## config.mk

```make
export PLATFORM = sky130hd
export DESIGN_NAME = sys_clk_ctrl
export DESIGN_NICKNAME = d
export VERILOG_FILES = /design/src/core/clk_mode_pkg.sv /design/src/core/sys_clk_ctrl.sv
export VERILOG_INCLUDE_DIRS = /design/src /design/src/core
export SDC_FILE = /design/constraint.sdc
export NUM_CORES = 1
export LEC_CHECK = 0
export ABC_AREA = 1
export ABC_CLOCK_PERIOD_IN_PS = 3350
export BUFFER_PORTS_ARGS = -buffer_cell sky130_fd_sc_hd__buf_2
export CAP_MARGIN = 15
export CORE_MARGIN = 2
export CORE_UTILIZATION = 49
export DETAILED_ROUTE_END_ITERATION = 8
export PLACE_DENSITY_LB_ADDON = 0.08
export SLEW_MARGIN = 10
export SYNTH_ARGS = -nofsm -noshare
export SYNTH_HDL_FRONTEND = slang
export SYNTH_SLANG_ARGS = --single-unit
```

## constraint.sdc

```tcl
create_clock -name CLK_SYS_I -period 3.35 [get_ports CLK_SYS_I]
set_input_delay 0.67 -clock CLK_SYS_I [delete_from_list [all_inputs] [get_ports CLK_SYS_I]]
set_output_delay 0.67 -clock CLK_SYS_I [all_outputs]
set_load 0.01 [all_outputs]
```

## src/core/clk_mode_cfg.svh

```systemverilog
// Register map, field positions, reset values and timing counts.
`ifndef CLK_MODE_CFG_SVH
`define CLK_MODE_CFG_SVH
`define SMC_ADDR_CTRL 12'h000
`define SMC_ADDR_CTRL2 12'h004
`define SMC_ADDR_STAT 12'h008
`define SMC_CTRL_RESET 8'h03
`define SMC_BIT_SEL 0
`define SMC_BIT_IDLE 1
`define SMC_BIT_HRDY 2
`define SMC_BIT_LRDY 3
`define SMC_LCS_LSB 5
`define SMC_KEEP_BIT 7
`define SMC_LRDY_CYC 4'h2
`define SMC_HRDY_CYC 4'hF
`endif

```

## src/core/clk_mode_pkg.sv

```systemverilog
// Types shared by the clock and power mode controller.
package clk_mode_pkg;
  typedef enum logic [2:0] {
    RUN, DEEP_SLEEP, LIGHT_SLEEP, IDLE_NOCLK, IDLE_CLK
  } pmode_t;
endpackage

```

## src/core/sys_clk_ctrl.sv

```systemverilog
// Clock source selection and halt mode control with APB registers.
`timescale 1ns/1ns
`include "clk_mode_cfg.svh"
module sys_clk_ctrl #(
  parameter int DIV_W = 6
) (
  // Clock and reset
  input wire logic CLK_SYS_I,
  input wire logic RST_I,
  // APB slave
  input wire logic PSEL_I,
  input wire logic PENABLE_I,
  input wire logic PWRITE_I,
  input wire logic [11:0] PADDR_I,
  input wire logic [31:0] PWDATA_I,
  output logic [31:0] PRDATA_O,
  output logic PREADY_O,
  output logic PSLVERR_O,
  // CPU halt and wake
  input wire logic HALT_I,
  input wire logic WAKE_I,
  input wire logic WDT_EN_I,
  input wire logic VDET_EN_I,
  // Oscillator ticks, one cycle each
  input wire logic HRC_TICK_I,
  input wire logic LRC_TICK_I,
  // Clock enables and status
  output logic SYS_CLK_EN_O,
  output logic CPU_RUN_O,
  output logic HRC_ON_O,
  output logic SUB_CLK_EN_O,
  output logic WDT_CLEAR_O,
  output logic [2:0] MODE_O,
  output logic PWR_DOWN_FLAG_O,
  output logic WDT_TIMEOUT_FLAG_O
);
  if (DIV_W != 6) begin : g_div_w_check
    $error("DIV_W must be 6");
  end

  logic [7:0] ctrl_reg;
  logic keep_reg;
  logic lrdy_reg, hrdy_reg;
  logic [3:0] lcnt_reg, hcnt_reg;
  logic pdf_reg, to_reg;
  clk_mode_pkg::pmode_t mode_reg;
  logic [DIV_W-1:0] div_reg;
  logic sys_tick, tick_sel;
  logic wr, rd;

  assign wr = PSEL_I & PENABLE_I & PWRITE_I;
  // Read data is loaded in the setup cycle, so it already stands at the
  // access edge where the master takes it with zero wait states.
  assign rd = PSEL_I & ~PENABLE_I & ~PWRITE_I;
  assign PREADY_O = 1'b1;
  assign PSLVERR_O = PSEL_I & PENABLE_I &
    (PADDR_I != `SMC_ADDR_CTRL) & (PADDR_I != `SMC_ADDR_CTRL2) &
    (PADDR_I != `SMC_ADDR_STAT);

  // Select code to low clock tick; used by the system clock gating and the source switch.
  function automatic logic low_tick(input logic [2:0] code,
      input logic [DIV_W-1:0] div, input logic ltick, input logic htick);
    logic r;
    r = 1'b0;
    unique case (code)
      3'h0, 3'h1: r = ltick;
      3'h2: r = htick & (div[5:0] == 6'h3F);
      3'h3: r = htick & (div[4:0] == 5'h1F);
      3'h4: r = htick & (div[3:0] == 4'hF);
      3'h5: r = htick & (div[2:0] == 3'h7);
      3'h6: r = htick & (div[1:0] == 2'h3);
      3'h7: r = htick & div[0];
    endcase
    return r;
  endfunction

  // Software-writable bits; status bits and bit 4 are not stored.
  always_ff @(posedge CLK_SYS_I) begin
    if (RST_I) begin
      ctrl_reg <= `SMC_CTRL_RESET;
      keep_reg <= 1'b0;
    end else if (wr && PADDR_I == `SMC_ADDR_CTRL) begin
      ctrl_reg <= PWDATA_I[7:0] & 8'hE3;
    end else if (wr && PADDR_I == `SMC_ADDR_CTRL2) begin
      keep_reg <= PWDATA_I[`SMC_KEEP_BIT];
    end
  end

  always_ff @(posedge CLK_SYS_I) begin
    if (RST_I) begin
      PRDATA_O <= 32'h0000_0000;
    end else if (rd) begin
      unique case (PADDR_I)
        `SMC_ADDR_CTRL: PRDATA_O <= {24'h00_0000, ctrl_reg[7:5], 1'b0,
          lrdy_reg, hrdy_reg, ctrl_reg[1:0]};
        `SMC_ADDR_CTRL2: PRDATA_O <= {24'h00_0000, keep_reg, 7'h00};
        `SMC_ADDR_STAT: PRDATA_O <= {24'h00_0000, 3'h0, to_reg, pdf_reg,
          3'(mode_reg)};
        default: PRDATA_O <= 32'h0000_0000;
      endcase
    end
  end

  logic lrc_sel;
  assign lrc_sel = ~ctrl_reg[`SMC_BIT_SEL] & ~ctrl_reg[7] & ~ctrl_reg[6];
  logic halted;
  assign halted = mode_reg != clk_mode_pkg::RUN;

  // Halt mode selection.
  always_ff @(posedge CLK_SYS_I) begin
    if (RST_I) begin
      mode_reg <= clk_mode_pkg::RUN;
    end else if (halted && WAKE_I) begin
      mode_reg <= clk_mode_pkg::RUN;
    end else if (!halted && HALT_I) begin
      if (ctrl_reg[`SMC_BIT_IDLE]) begin
        mode_reg <= keep_reg ? clk_mode_pkg::IDLE_CLK
                             : clk_mode_pkg::IDLE_NOCLK;
      end else if (WDT_EN_I || VDET_EN_I) begin
        mode_reg <= clk_mode_pkg::LIGHT_SLEEP;
      end else begin
        mode_reg <= clk_mode_pkg::DEEP_SLEEP;
      end
    end
  end

  // Power-down and timeout flags; timeout is never set, only cleared at reset and halt entry.
  always_ff @(posedge CLK_SYS_I) begin
    if (RST_I) begin
      pdf_reg <= 1'b0;
      to_reg <= 1'b0;
    end else if (!halted && HALT_I) begin
      pdf_reg <= 1'b1;
      to_reg <= 1'b0;
    end
  end

  // Fast oscillator divider; counts only while the oscillator runs.
  always_ff @(posedge CLK_SYS_I) begin
    if (RST_I) begin
      div_reg <= '0;
    end else if (HRC_ON_O && HRC_TICK_I) begin
      div_reg <= div_reg + 1'b1;
    end
  end

  // Ready flags count ticks of their own oscillator after wake.
  always_ff @(posedge CLK_SYS_I) begin
    if (RST_I || mode_reg == clk_mode_pkg::DEEP_SLEEP) begin
      lrdy_reg <= 1'b0;
      lcnt_reg <= 4'h0;
    end else if (!lrdy_reg && LRC_TICK_I) begin
      lcnt_reg <= lcnt_reg + 4'h1;
      lrdy_reg <= (lcnt_reg + 4'h1) >= `SMC_LRDY_CYC;
    end
  end

  always_ff @(posedge CLK_SYS_I) begin
    if (RST_I || !HRC_ON_O) begin
      hrdy_reg <= 1'b0;
      hcnt_reg <= 4'h0;
    end else if (!hrdy_reg && HRC_TICK_I) begin
      hcnt_reg <= hcnt_reg + 4'h1;
      hrdy_reg <= (hcnt_reg + 4'h1) >= `SMC_HRDY_CYC;
    end
  end

  // Source switch takes effect on a tick of the outgoing source, or at any cycle
  // while the selected fast oscillator is off, so no shortened pulse appears on the system clock enable.
  always_ff @(posedge CLK_SYS_I) begin
    if (RST_I) begin
      tick_sel <= 1'b1;
    end else if (sys_tick || (tick_sel && !HRC_ON_O)) begin
      tick_sel <= ctrl_reg[`SMC_BIT_SEL];
    end
  end

  assign sys_tick = tick_sel ? HRC_TICK_I
    : low_tick(ctrl_reg[7:5], div_reg, LRC_TICK_I, HRC_TICK_I);

  // Fast RC stops in slow mode on low RC, and in clockless halt modes.
  assign HRC_ON_O = ~(lrc_sel & ~tick_sel) &
    ~(mode_reg == clk_mode_pkg::DEEP_SLEEP ||
      mode_reg == clk_mode_pkg::LIGHT_SLEEP ||
      mode_reg == clk_mode_pkg::IDLE_NOCLK);
  assign SYS_CLK_EN_O = sys_tick &
    (mode_reg == clk_mode_pkg::RUN || mode_reg == clk_mode_pkg::IDLE_CLK);
  assign CPU_RUN_O = ~halted;
  assign SUB_CLK_EN_O = LRC_TICK_I & (mode_reg != clk_mode_pkg::DEEP_SLEEP);
  assign WDT_CLEAR_O = (~halted & HALT_I) |
    (mode_reg == clk_mode_pkg::DEEP_SLEEP);
  assign MODE_O = mode_reg;
  assign PWR_DOWN_FLAG_O = pdf_reg;
  assign WDT_TIMEOUT_FLAG_O = to_reg;

  a_bit4_zero: assert property (@(posedge CLK_SYS_I) disable iff (RST_I)
    rd && PADDR_I == `SMC_ADDR_CTRL |=> PRDATA_O[4] == 1'b0)
    else $error("bit 4 read nonzero");
  a_idle_enter: assert property (@(posedge CLK_SYS_I) disable iff (RST_I)
    !halted && HALT_I && ctrl_reg[1] |=>
    mode_reg inside {clk_mode_pkg::IDLE_CLK, clk_mode_pkg::IDLE_NOCLK})
    else $error("halt with idle enable not idle");
  a_idle_keep: assert property (@(posedge CLK_SYS_I) disable iff (RST_I)
    !halted && HALT_I && ctrl_reg[1] && keep_reg |=>
    mode_reg == clk_mode_pkg::IDLE_CLK)
    else $error("clock keep ignored");
  a_deep_sleep: assert property (@(posedge CLK_SYS_I) disable iff (RST_I)
    !halted && HALT_I && !ctrl_reg[1] && !WDT_EN_I && !VDET_EN_I |=>
    mode_reg == clk_mode_pkg::DEEP_SLEEP && !SUB_CLK_EN_O)
    else $error("deep sleep not entered");
  a_vdet_block: assert property (@(posedge CLK_SYS_I) disable iff (RST_I)
    !halted && HALT_I && VDET_EN_I |=>
    mode_reg != clk_mode_pkg::DEEP_SLEEP)
    else $error("deep sleep with detector on");
  a_pdf_set: assert property (@(posedge CLK_SYS_I) disable iff (RST_I)
    !halted && HALT_I |=> pdf_reg && !to_reg)
    else $error("flags not updated at halt");
  a_hrc_stop: assert property (@(posedge CLK_SYS_I) disable iff (RST_I)
    lrc_sel && !tick_sel |-> !HRC_ON_O)
    else $error("fast oscillator running on low rc");
  a_hrdy_low: assert property (@(posedge CLK_SYS_I) disable iff (RST_I)
    mode_reg == clk_mode_pkg::IDLE_NOCLK |=> !hrdy_reg)
    else $error("high ready set while stopped");
  a_lrdy_low: assert property (@(posedge CLK_SYS_I) disable iff (RST_I)
    mode_reg == clk_mode_pkg::DEEP_SLEEP |=> !lrdy_reg)
    else $error("low ready set in deep sleep");
  a_clk_stop: assert property (@(posedge CLK_SYS_I) disable iff (RST_I)
    mode_reg == clk_mode_pkg::IDLE_NOCLK |-> !SYS_CLK_EN_O)
    else $error("system clock runs in idle without clock");
  a_sel_fast: assert property (@(posedge CLK_SYS_I) disable iff (RST_I)
    tick_sel && mode_reg == clk_mode_pkg::RUN |->
    SYS_CLK_EN_O == HRC_TICK_I)
    else $error("fast clock not passed");

  // Checks on slow clock selection, the switch between sources and unstored control bits.
  a_lrc_code0: assert property (@(posedge CLK_SYS_I) disable iff (RST_I)
    !tick_sel && ctrl_reg[7:5] == 3'h0 && mode_reg == clk_mode_pkg::RUN
    |-> SYS_CLK_EN_O == LRC_TICK_I)
    else $error("code 0 not on low rc");
  a_lrc_code1: assert property (@(posedge CLK_SYS_I) disable iff (RST_I)
    !tick_sel && ctrl_reg[7:5] == 3'h1 && mode_reg == clk_mode_pkg::RUN
    |-> SYS_CLK_EN_O == LRC_TICK_I)
    else $error("code 1 not on low rc");
  a_div_on_fast: assert property (@(posedge CLK_SYS_I) disable iff (RST_I)
    !tick_sel && ctrl_reg[7:6] != 2'h0 && SYS_CLK_EN_O
    |-> HRC_TICK_I)
    else $error("divided clock without fast tick");
  a_div2_rate: assert property (@(posedge CLK_SYS_I) disable iff (RST_I)
    !tick_sel && ctrl_reg[7:5] == 3'h7 && SYS_CLK_EN_O
    |-> div_reg[0])
    else $error("divide by two tick misplaced");
  a_tick_follow: assert property (@(posedge CLK_SYS_I) disable iff (RST_I)
    tick_sel && sys_tick
    |-> HRC_TICK_I)
    else $error("fast source tick without fast tick");
  a_hrc_fast: assert property (@(posedge CLK_SYS_I) disable iff (RST_I)
    ctrl_reg[0] && mode_reg == clk_mode_pkg::RUN
    |-> HRC_ON_O)
    else $error("fast oscillator off in normal mode");
  a_hrc_div: assert property (@(posedge CLK_SYS_I) disable iff (RST_I)
    !ctrl_reg[0] && ctrl_reg[7:6] != 2'h0 && mode_reg == clk_mode_pkg::RUN
    |-> HRC_ON_O)
    else $error("fast oscillator off while divided");
  a_div_stop: assert property (@(posedge CLK_SYS_I) disable iff (RST_I)
    !HRC_ON_O
    |=> $stable(div_reg))
    else $error("divider runs with oscillator off");
  a_switch_tick: assert property (@(posedge CLK_SYS_I) disable iff (RST_I)
    !$stable(tick_sel)
    |-> $past(sys_tick) || !$past(HRC_ON_O))
    else $error("source switched off a tick");
  a_bit4_store: assert property (@(posedge CLK_SYS_I) disable iff (RST_I)
    ctrl_reg[4:2] == 3'h0)
    else $error("unstored control bits set");

  // Checks on halt entry, wake and the clocks kept in each halt mode.
  a_halt_ignored: assert property (@(posedge CLK_SYS_I) disable iff (RST_I)
    halted && HALT_I && !WAKE_I
    |=> $stable(mode_reg))
    else $error("halt taken while halted");
  a_wake_run: assert property (@(posedge CLK_SYS_I) disable iff (RST_I)
    halted && WAKE_I
    |=> mode_reg == clk_mode_pkg::RUN)
    else $error("wake did not return to run");
  a_cpu_stop: assert property (@(posedge CLK_SYS_I) disable iff (RST_I)
    halted
    |-> !CPU_RUN_O)
    else $error("cpu runs while halted");
  a_light_sleep: assert property (@(posedge CLK_SYS_I) disable iff (RST_I)
    !halted && HALT_I && !ctrl_reg[1] && (WDT_EN_I || VDET_EN_I)
    |=> mode_reg == clk_mode_pkg::LIGHT_SLEEP)
    else $error("light sleep not entered");
  a_idle_noclk: assert property (@(posedge CLK_SYS_I) disable iff (RST_I)
    !halted && HALT_I && ctrl_reg[1] && !keep_reg
    |=> mode_reg == clk_mode_pkg::IDLE_NOCLK)
    else $error("idle without clock not entered");
  a_sub_noclk: assert property (@(posedge CLK_SYS_I) disable iff (RST_I)
    mode_reg == clk_mode_pkg::IDLE_NOCLK
    |-> SUB_CLK_EN_O == LRC_TICK_I)
    else $error("substitute clock stopped in idle");
  a_sub_light: assert property (@(posedge CLK_SYS_I) disable iff (RST_I)
    mode_reg == clk_mode_pkg::LIGHT_SLEEP
    |-> SUB_CLK_EN_O == LRC_TICK_I)
    else $error("substitute clock stopped in light sleep");
  a_sub_idleclk: assert property (@(posedge CLK_SYS_I) disable iff (RST_I)
    mode_reg == clk_mode_pkg::IDLE_CLK
    |-> SUB_CLK_EN_O == LRC_TICK_I)
    else $error("substitute clock stopped in idle with clock");
  a_idleclk_run: assert property (@(posedge CLK_SYS_I) disable iff (RST_I)
    mode_reg == clk_mode_pkg::IDLE_CLK && tick_sel
    |-> SYS_CLK_EN_O == HRC_TICK_I)
    else $error("system clock stopped in idle with clock");
  a_sleep_noclk: assert property (@(posedge CLK_SYS_I) disable iff (RST_I)
    mode_reg inside {clk_mode_pkg::DEEP_SLEEP, clk_mode_pkg::LIGHT_SLEEP}
    |-> !SYS_CLK_EN_O && !HRC_ON_O)
    else $error("clock runs in sleep");
  a_wdt_clear: assert property (@(posedge CLK_SYS_I) disable iff (RST_I)
    mode_reg == clk_mode_pkg::DEEP_SLEEP
    |-> WDT_CLEAR_O)
    else $error("watchdog not held clear in deep sleep");
  a_wdt_halt: assert property (@(posedge CLK_SYS_I) disable iff (RST_I)
    !halted && HALT_I
    |-> WDT_CLEAR_O)
    else $error("watchdog not cleared at halt");
  a_pdf_hold: assert property (@(posedge CLK_SYS_I) disable iff (RST_I)
    pdf_reg
    |=> pdf_reg)
    else $error("power-down flag lost");
  a_to_clear: assert property (@(posedge CLK_SYS_I) disable iff (RST_I)
    halted
    |-> !to_reg)
    else $error("timeout flag set in halt");

  // Checks on the oscillator ready flags.
  a_hrdy_off: assert property (@(posedge CLK_SYS_I) disable iff (RST_I)
    !HRC_ON_O
    |=> !hrdy_reg)
    else $error("high ready kept with oscillator off");
  a_hrdy_sleep: assert property (@(posedge CLK_SYS_I) disable iff (RST_I)
    mode_reg == clk_mode_pkg::DEEP_SLEEP
    |=> !hrdy_reg)
    else $error("high ready set in deep sleep");
  a_hrdy_count: assert property (@(posedge CLK_SYS_I) disable iff (RST_I)
    $rose(hrdy_reg)
    |-> hcnt_reg == 4'hF)
    else $error("high ready rose early");
  a_lrdy_count: assert property (@(posedge CLK_SYS_I) disable iff (RST_I)
    $rose(lrdy_reg)
    |-> lcnt_reg == 4'h2)
    else $error("low ready rose early");
  a_lrdy_hold: assert property (@(posedge CLK_SYS_I) disable iff (RST_I)
    lrdy_reg && mode_reg != clk_mode_pkg::DEEP_SLEEP
    |=> lrdy_reg)
    else $error("low ready dropped outside deep sleep");
endmodule

```

======== Yosys cells after proc, flatten, opt, wreduce, memory -nomap -nowiden ========
Cells that the tools add are included.
word-level totals
  register bits ........................... 59
  output and inout port bits .............. 44
  word-level logic and storage cells ...... 101
operators by class
  add/sub/neg operators ................... 3
  magnitude comparators ................... 2
  equality and inequality tests ........... 21
  multiplexer cells ....................... 6
  bitwise gates (word level) .............. 31
  reductions and logical operators ........ 27
operators with widths
  operator                                                            number
  one-hot mux 8 bit (3 select lines)                                  1
  bitwise AND 1 bit                                                   20
  == test 3 bit (second input constant)                               6
  == test 12 x 3 -> 1 bit (second input constant)                     1
  == test 12 x 4 -> 1 bit (second input constant)                     1
  == test 3 x 2 -> 1 bit (second input constant)                      4
  zero test 12 bit                                                    1
  != test 12 x 3 -> 1 bit (second input constant)                     1
  != test 12 x 4 -> 1 bit (second input constant)                     1
  nonzero test 12 bit                                                 1
  NOT 1 bit                                                           10
  adder 4 x 1 -> 4 bit (second input constant)                        2
  logical AND 1 bit                                                   8
  logical OR 1 bit                                                    7
  one-hot mux 1 bit (7 select lines)                                  1
  adder 6 x 1 -> 6 bit (second input constant)                        1
  == test 3 x 1 -> 1 bit (second input constant)                      2
  == test 6 bit (second input constant)                               1
  zero test 3 bit                                                     2
  2-to-1 mux 3 bit                                                    2
  == test 5 bit (second input constant)                               1
  == test 4 bit (second input constant)                               1
  greater-or-equal comparator 4 x 2 -> 1 bit (second input constant)  1
  greater-or-equal comparator 4 bit (second input constant)           1
  9 further kinds                                                     13

======== Longest topological paths before layout ========
  word-level depth ........................ 9
  gate-level depth with buffers ........... 12
  mapped depth without buffers ............ 12

======== Worst setup path after synthesis ========
Ideal clock, no wire load.
  path type ............................... in2out
  start point ............................. in PADDR_I[9]
  end point ............................... out PSLVERR_O
  arrival time ............................ 1.325 ns
  setup slack ............................. 1.355 ns
  cell stages on the path ................. 6
  path buffers ............................ 0
  cells stage by stage .................... nor2_1 > nand2_1 > nor2_2 > o211ai_1 > nand3_1 > inv_1
between the ends
  word-level cells in the longest chain between the ends .. 4
  elaborated cells on any way between the ends .. 6
  classes of those cells .................. eq/ne (2); bitwise (3); reduce/logical (1)
ends and longest elaborated chain
  element                          RTL line            RTL
  start: declaration               sys_clk_ctrl.sv:14  input wire logic [11:0] PADDR_I,
  nonzero test 12 bit (no line)    -
  bitwise AND 1 bit (2 in series)  sys_clk_ctrl.sv:56  assign PSLVERR_O = PSEL_I & PENABLE_I &
  bitwise AND 1 bit *              sys_clk_ctrl.sv:56
  end: declaration                 sys_clk_ctrl.sv:18  output logic PSLVERR_O,
Every way passes the cells marked *; elsewhere a longest branch is shown, timed or not.

======== Worst setup path in the final report ========
  start point ............................. reg div_reg[0]
  end point ............................... out SYS_CLK_EN_O
between the ends
  word-level cells in the longest chain between the ends .. 5
  elaborated cells on any way between the ends .. 14
  classes of those cells .................. eq/ne (5); mux (2); bitwise (7)
ends and longest elaborated chain
  element                                      RTL line             RTL
  start: declaration                           sys_clk_ctrl.sv:47   logic [DIV_W-1:0] div_reg;
  start signal: assignment                     sys_clk_ctrl.sv:143  div_reg <= div_reg + 1'b1;
  == test 6 bit, or another cell as far along  sys_clk_ctrl.sv:67   3'h2: r = htick & (div[5:0] == 6'h3F);
  bitwise AND 1 bit, on equally long branches  -
  one-hot mux 1 bit (7 select lines) *         sys_clk_ctrl.sv:65   unique case (code)
  2-to-1 mux 1 bit *                           sys_clk_ctrl.sv:178  assign sys_tick = tick_sel ? HRC_TICK_I
  bitwise AND 1 bit *                          sys_clk_ctrl.sv:186  assign SYS_CLK_EN_O = sys_tick &
  end: declaration                             sys_clk_ctrl.sv:28   output logic SYS_CLK_EN_O,
Marked as above.

==> results.py <==
metrics = {
    "run_status": {
        "status": "finished clean",
    },
    "setup_path": {
        "slowest_stage": "dfxtp_1",
        "r2r_start": "div_reg[0]$_SDFFE_PP0P_",
        "crit_required_ps": 2680,
        "worstSetupStartpointType": "flop",
        "reg2reg_to": "tick_sel$_SDFFE_PP1P_",
        "cpMostUsedCell": "nand2_1",
        "critPathMaxFanout": 3,
        "worstSetupPathType": "flop to output port",
        "crit_path_end_kind": "output port",
        "worstPathCellList": "ha_1, inv_1, nor2_1, ha_1, nand3_1, nand2_1, nand2_1, nand3_1, nand2_1, a21oi_1, buf_2",
        "cp.arrival_ps": 1870,
        "ff2ff_path_depth": 12,
        "critPathMaxStageDelay_ps": 370,
        "rrSetupSlack_ps": 1860,
    },
    "global_route": {
        "grt_pass1_wl_um": 6800,
        "antenna_found_initial": 0,
        "grt_max_degree": 14,
        "grtUsageTotal_pct": 19.7,
        "grt_pass1_vias": 1617,
        "grt-ovfl-total": 0,
    },
    "clock_network": {
        "ctsRootBufferMaster": "clkbuf_8",
        "postCtsSetupRepairBufs": 0,
        "clkTransAtPathRegs_ps": 70,
        "cts_tree": "built",
        "cts_made_buffers": 5,
        "clk_latency_ps": 280,
        "post_cts_resized": 0,
        "cts.sinks": 34,
        "clockBufferDepth": 2,
        "htreeDepth": 2,
        "cts_hold_buf": 0,
    },
    "placed_design": {
        "io_buffers": 44,
        "gp_congestion": 0.806,
        "dp_hpwl_um": 3240,
    },
    "sta": {
        "fin_crit_ps": 2540,
        "relSlewSlack_pct": 61.6,
        "finalSetupTns_ps": 0,
        "final_hold_viol_count": 0,
        "rsz0062_at_grt": "no",
        "clock_skew_ps": 2.98,
        "slew_violations": 0,
        "post-route-period-util_pct": 75.7,
        "finalSetupViolCount": 0,
        "worst_slew_pin_slew_ps": 573,
        "fmax_mhz": 394,
    },
    "min_path": {
        "hold_class": "flop to flop",
        "min_from": "PRDATA_O[7]$_SDFFE_PP0P_",
        "min_path_cells": 2,
        "whs_endpoint": "PRDATA_O[7]$_SDFFE_PP0P_",
    },
    "yosys": {
        "synth_area_leaders": "dfxtp_1 34%, nand2_1 11%, buf_4 11%",
        "synth_ff_type": "dfxtp_1",
        "yosysTopAreaCell": "dfxtp_1",
        "synth-seq-area-share_pct": 34.3,
        "syn_inst": 287,
        "synth_common_cells": "59 x nand2_1, 34 x dfxtp_1, 32 x inv_1, 30 x nand3_1, 29 x a21oi_1",
        "async_reset_ff_share_pct": 0,
        "synth.most_common_cell": "nand2_1",
        "synth_edf_count": 0,
        "syn-mean-instance-area_um2": 6.91,
        "synth-seq-cells": 34,
        "ys_types": 27,
        "syn-cell-area_um2": 1980,
        "synth.top_cell.area_share_pct": 34.3,
        "ys_warn_count": 0,
    },
    "layout": {
        "fin_util_pct": 57.0,
        "syn_to_final_growth_pct": 13.4,
        "drive_gt1_share_pct": 19.8,
        "area.sequential_um2": 681,
        "diodes": 0,
        "multi_input_area_um2": 1050,
        "largest_reg_flops": 7,
        "finalNetCount": 395,
        "fill_cells": 402,
    },
    "power": {
        "p_int_uw": 704,
        "ir_worst_vdd_mv": 0.232,
        "power_density_nw_per_um2": 430,
        "switching_share_pct": 27.2,
        "p_leak_uw": 0.00110,
        "p_switching_uw": 263,
        "seqPwrFrac_pct": 45.5,
        "p_clk_share_pct": 37.7,
        "comb_power_share_pct": 16.9,
    },
    "route": {
        "drtIter0Drc": 68,
        "vias_per_cell": 4.71,
        "drc_errors": 0,
        "routed_wl_um": 4070,
        "drt_pass1_iterations": 4,
        "detail-route-antenna-nets": 0,
        "post_drt_wl_per_cell_um": 10.6,
        "vias": 1808,
    },
    "floorplanning": {
        "initial_core_util_pct": 50.3,
        "fp-row-count": 23,
        "die_area_um2": 4570,
        "die_x_um": 67.6,
        "fp.coreArea_um2": 3940,
        "dieHeight_um": 67.6,
        "ios": 99,
    },
    "run": {
        "cap_viol_max_count": 0,
    },
}
[how the worst max path moves through the flow]
stage | start | end | slack [ps] | depth (start not counted)
floorplan | PADDR_I[9] | PSLVERR_O | 1350 | 6
global placement | PADDR_I[9] | PSLVERR_O | 1030 | 8
detailed placement | PADDR_I[9] | PSLVERR_O | 1020 | 8
CTS | div_reg[0]$_SDFFE_PP0P_ | SYS_CLK_EN_O | 810 | 11
global route | div_reg[0]$_SDFFE_PP0P_ | SYS_CLK_EN_O | 600 | 11
finish | div_reg[0]$_SDFFE_PP0P_ | SYS_CLK_EN_O | 810 | 11
[worst max-delay path: cells and delay by family, from the launching register on]
| kind | cells | cell delay, ps |
|---|---|---|
| AO/OA/AOI/OAI | 1 | 160 |
| AND/OR/NAND/NOR | 6 | 450 |
| adder cells (fa/ha/maj) | 2 | 390 |
| flip-flops | 1 | 370 |
| buffers and inverters | 2 | 210 |
[power by group through the flow]
stage	Sequential (µW)	Clock [µW]	Combinational [µW]
after floorplan	448	0	131
after global placement	449	0	162
after detailed placement	449	0	163
after CTS	440	372	164
after global routing	442	386	189
final	440	364	163
[per-layer routing]
layer / routed length (µm) / track usage, %
met1: 1870 / 23.4
met2: 1960 / 34.9
met3: 180 / 4.00
met4: 53 / 6.89
met5: 0 / 0
[per-stage QoR]
step / cells / hold slack, ps / area (µm²) / setup WS (ps) / power [µW]
floorplan: 312 / 437 / 2080 / 1350 / 579
global placement: 376 / 456 / 2140 / 1030 / 610
detailed placement: 376 / 456 / 2140 / 1020 / 612
CTS: 384 / 466 / 2250 / 811 / 975
global route: 384 / 481 / 2250 / 601 / 1020
finish: 384 / 462 / 2250 / 814 / 968
[layout make-up]
cell class / count / area share (%)
Clock buffer: 7 / 3.39
Inverter: 35 / 5.84
Clock inverter: 1 / 1.34
Timing Repair Buffer: 44 / 9.79
Tap cell: 50 / 2.78
Multi-Input combinational cell: 213 / 46.6
Sequential cell: 34 / 30.3
[placed cells by master (no fill, tap or decap), drive strengths merged]
cell	instances
dfxtp	34
conb	27
o21a	2
or2	2
nand3	31
bufinv	1
ha	7
buf	44
nor3b	1
nor2	28
nand4	1
nor3	4
clkbuf	7
inv	35
and3	1
xor2	1
a21oi	29
nand3b	1
xnor2	2
o211ai	2
nand2	61
o21ai	13
[kinds of logic after synthesis]
group | share of synthesized area [%]
flip-flops | 34.3
buffers and inverters | 17.6
AO/OA/AOI/OAI | 12.1
XOR/XNOR | 1.33
adder cells (fa/ha/maj) | 4.42
other | 0.379
AND/OR/NAND/NOR | 29.8
Note: power is estimated with default switching activity, not from simulation.
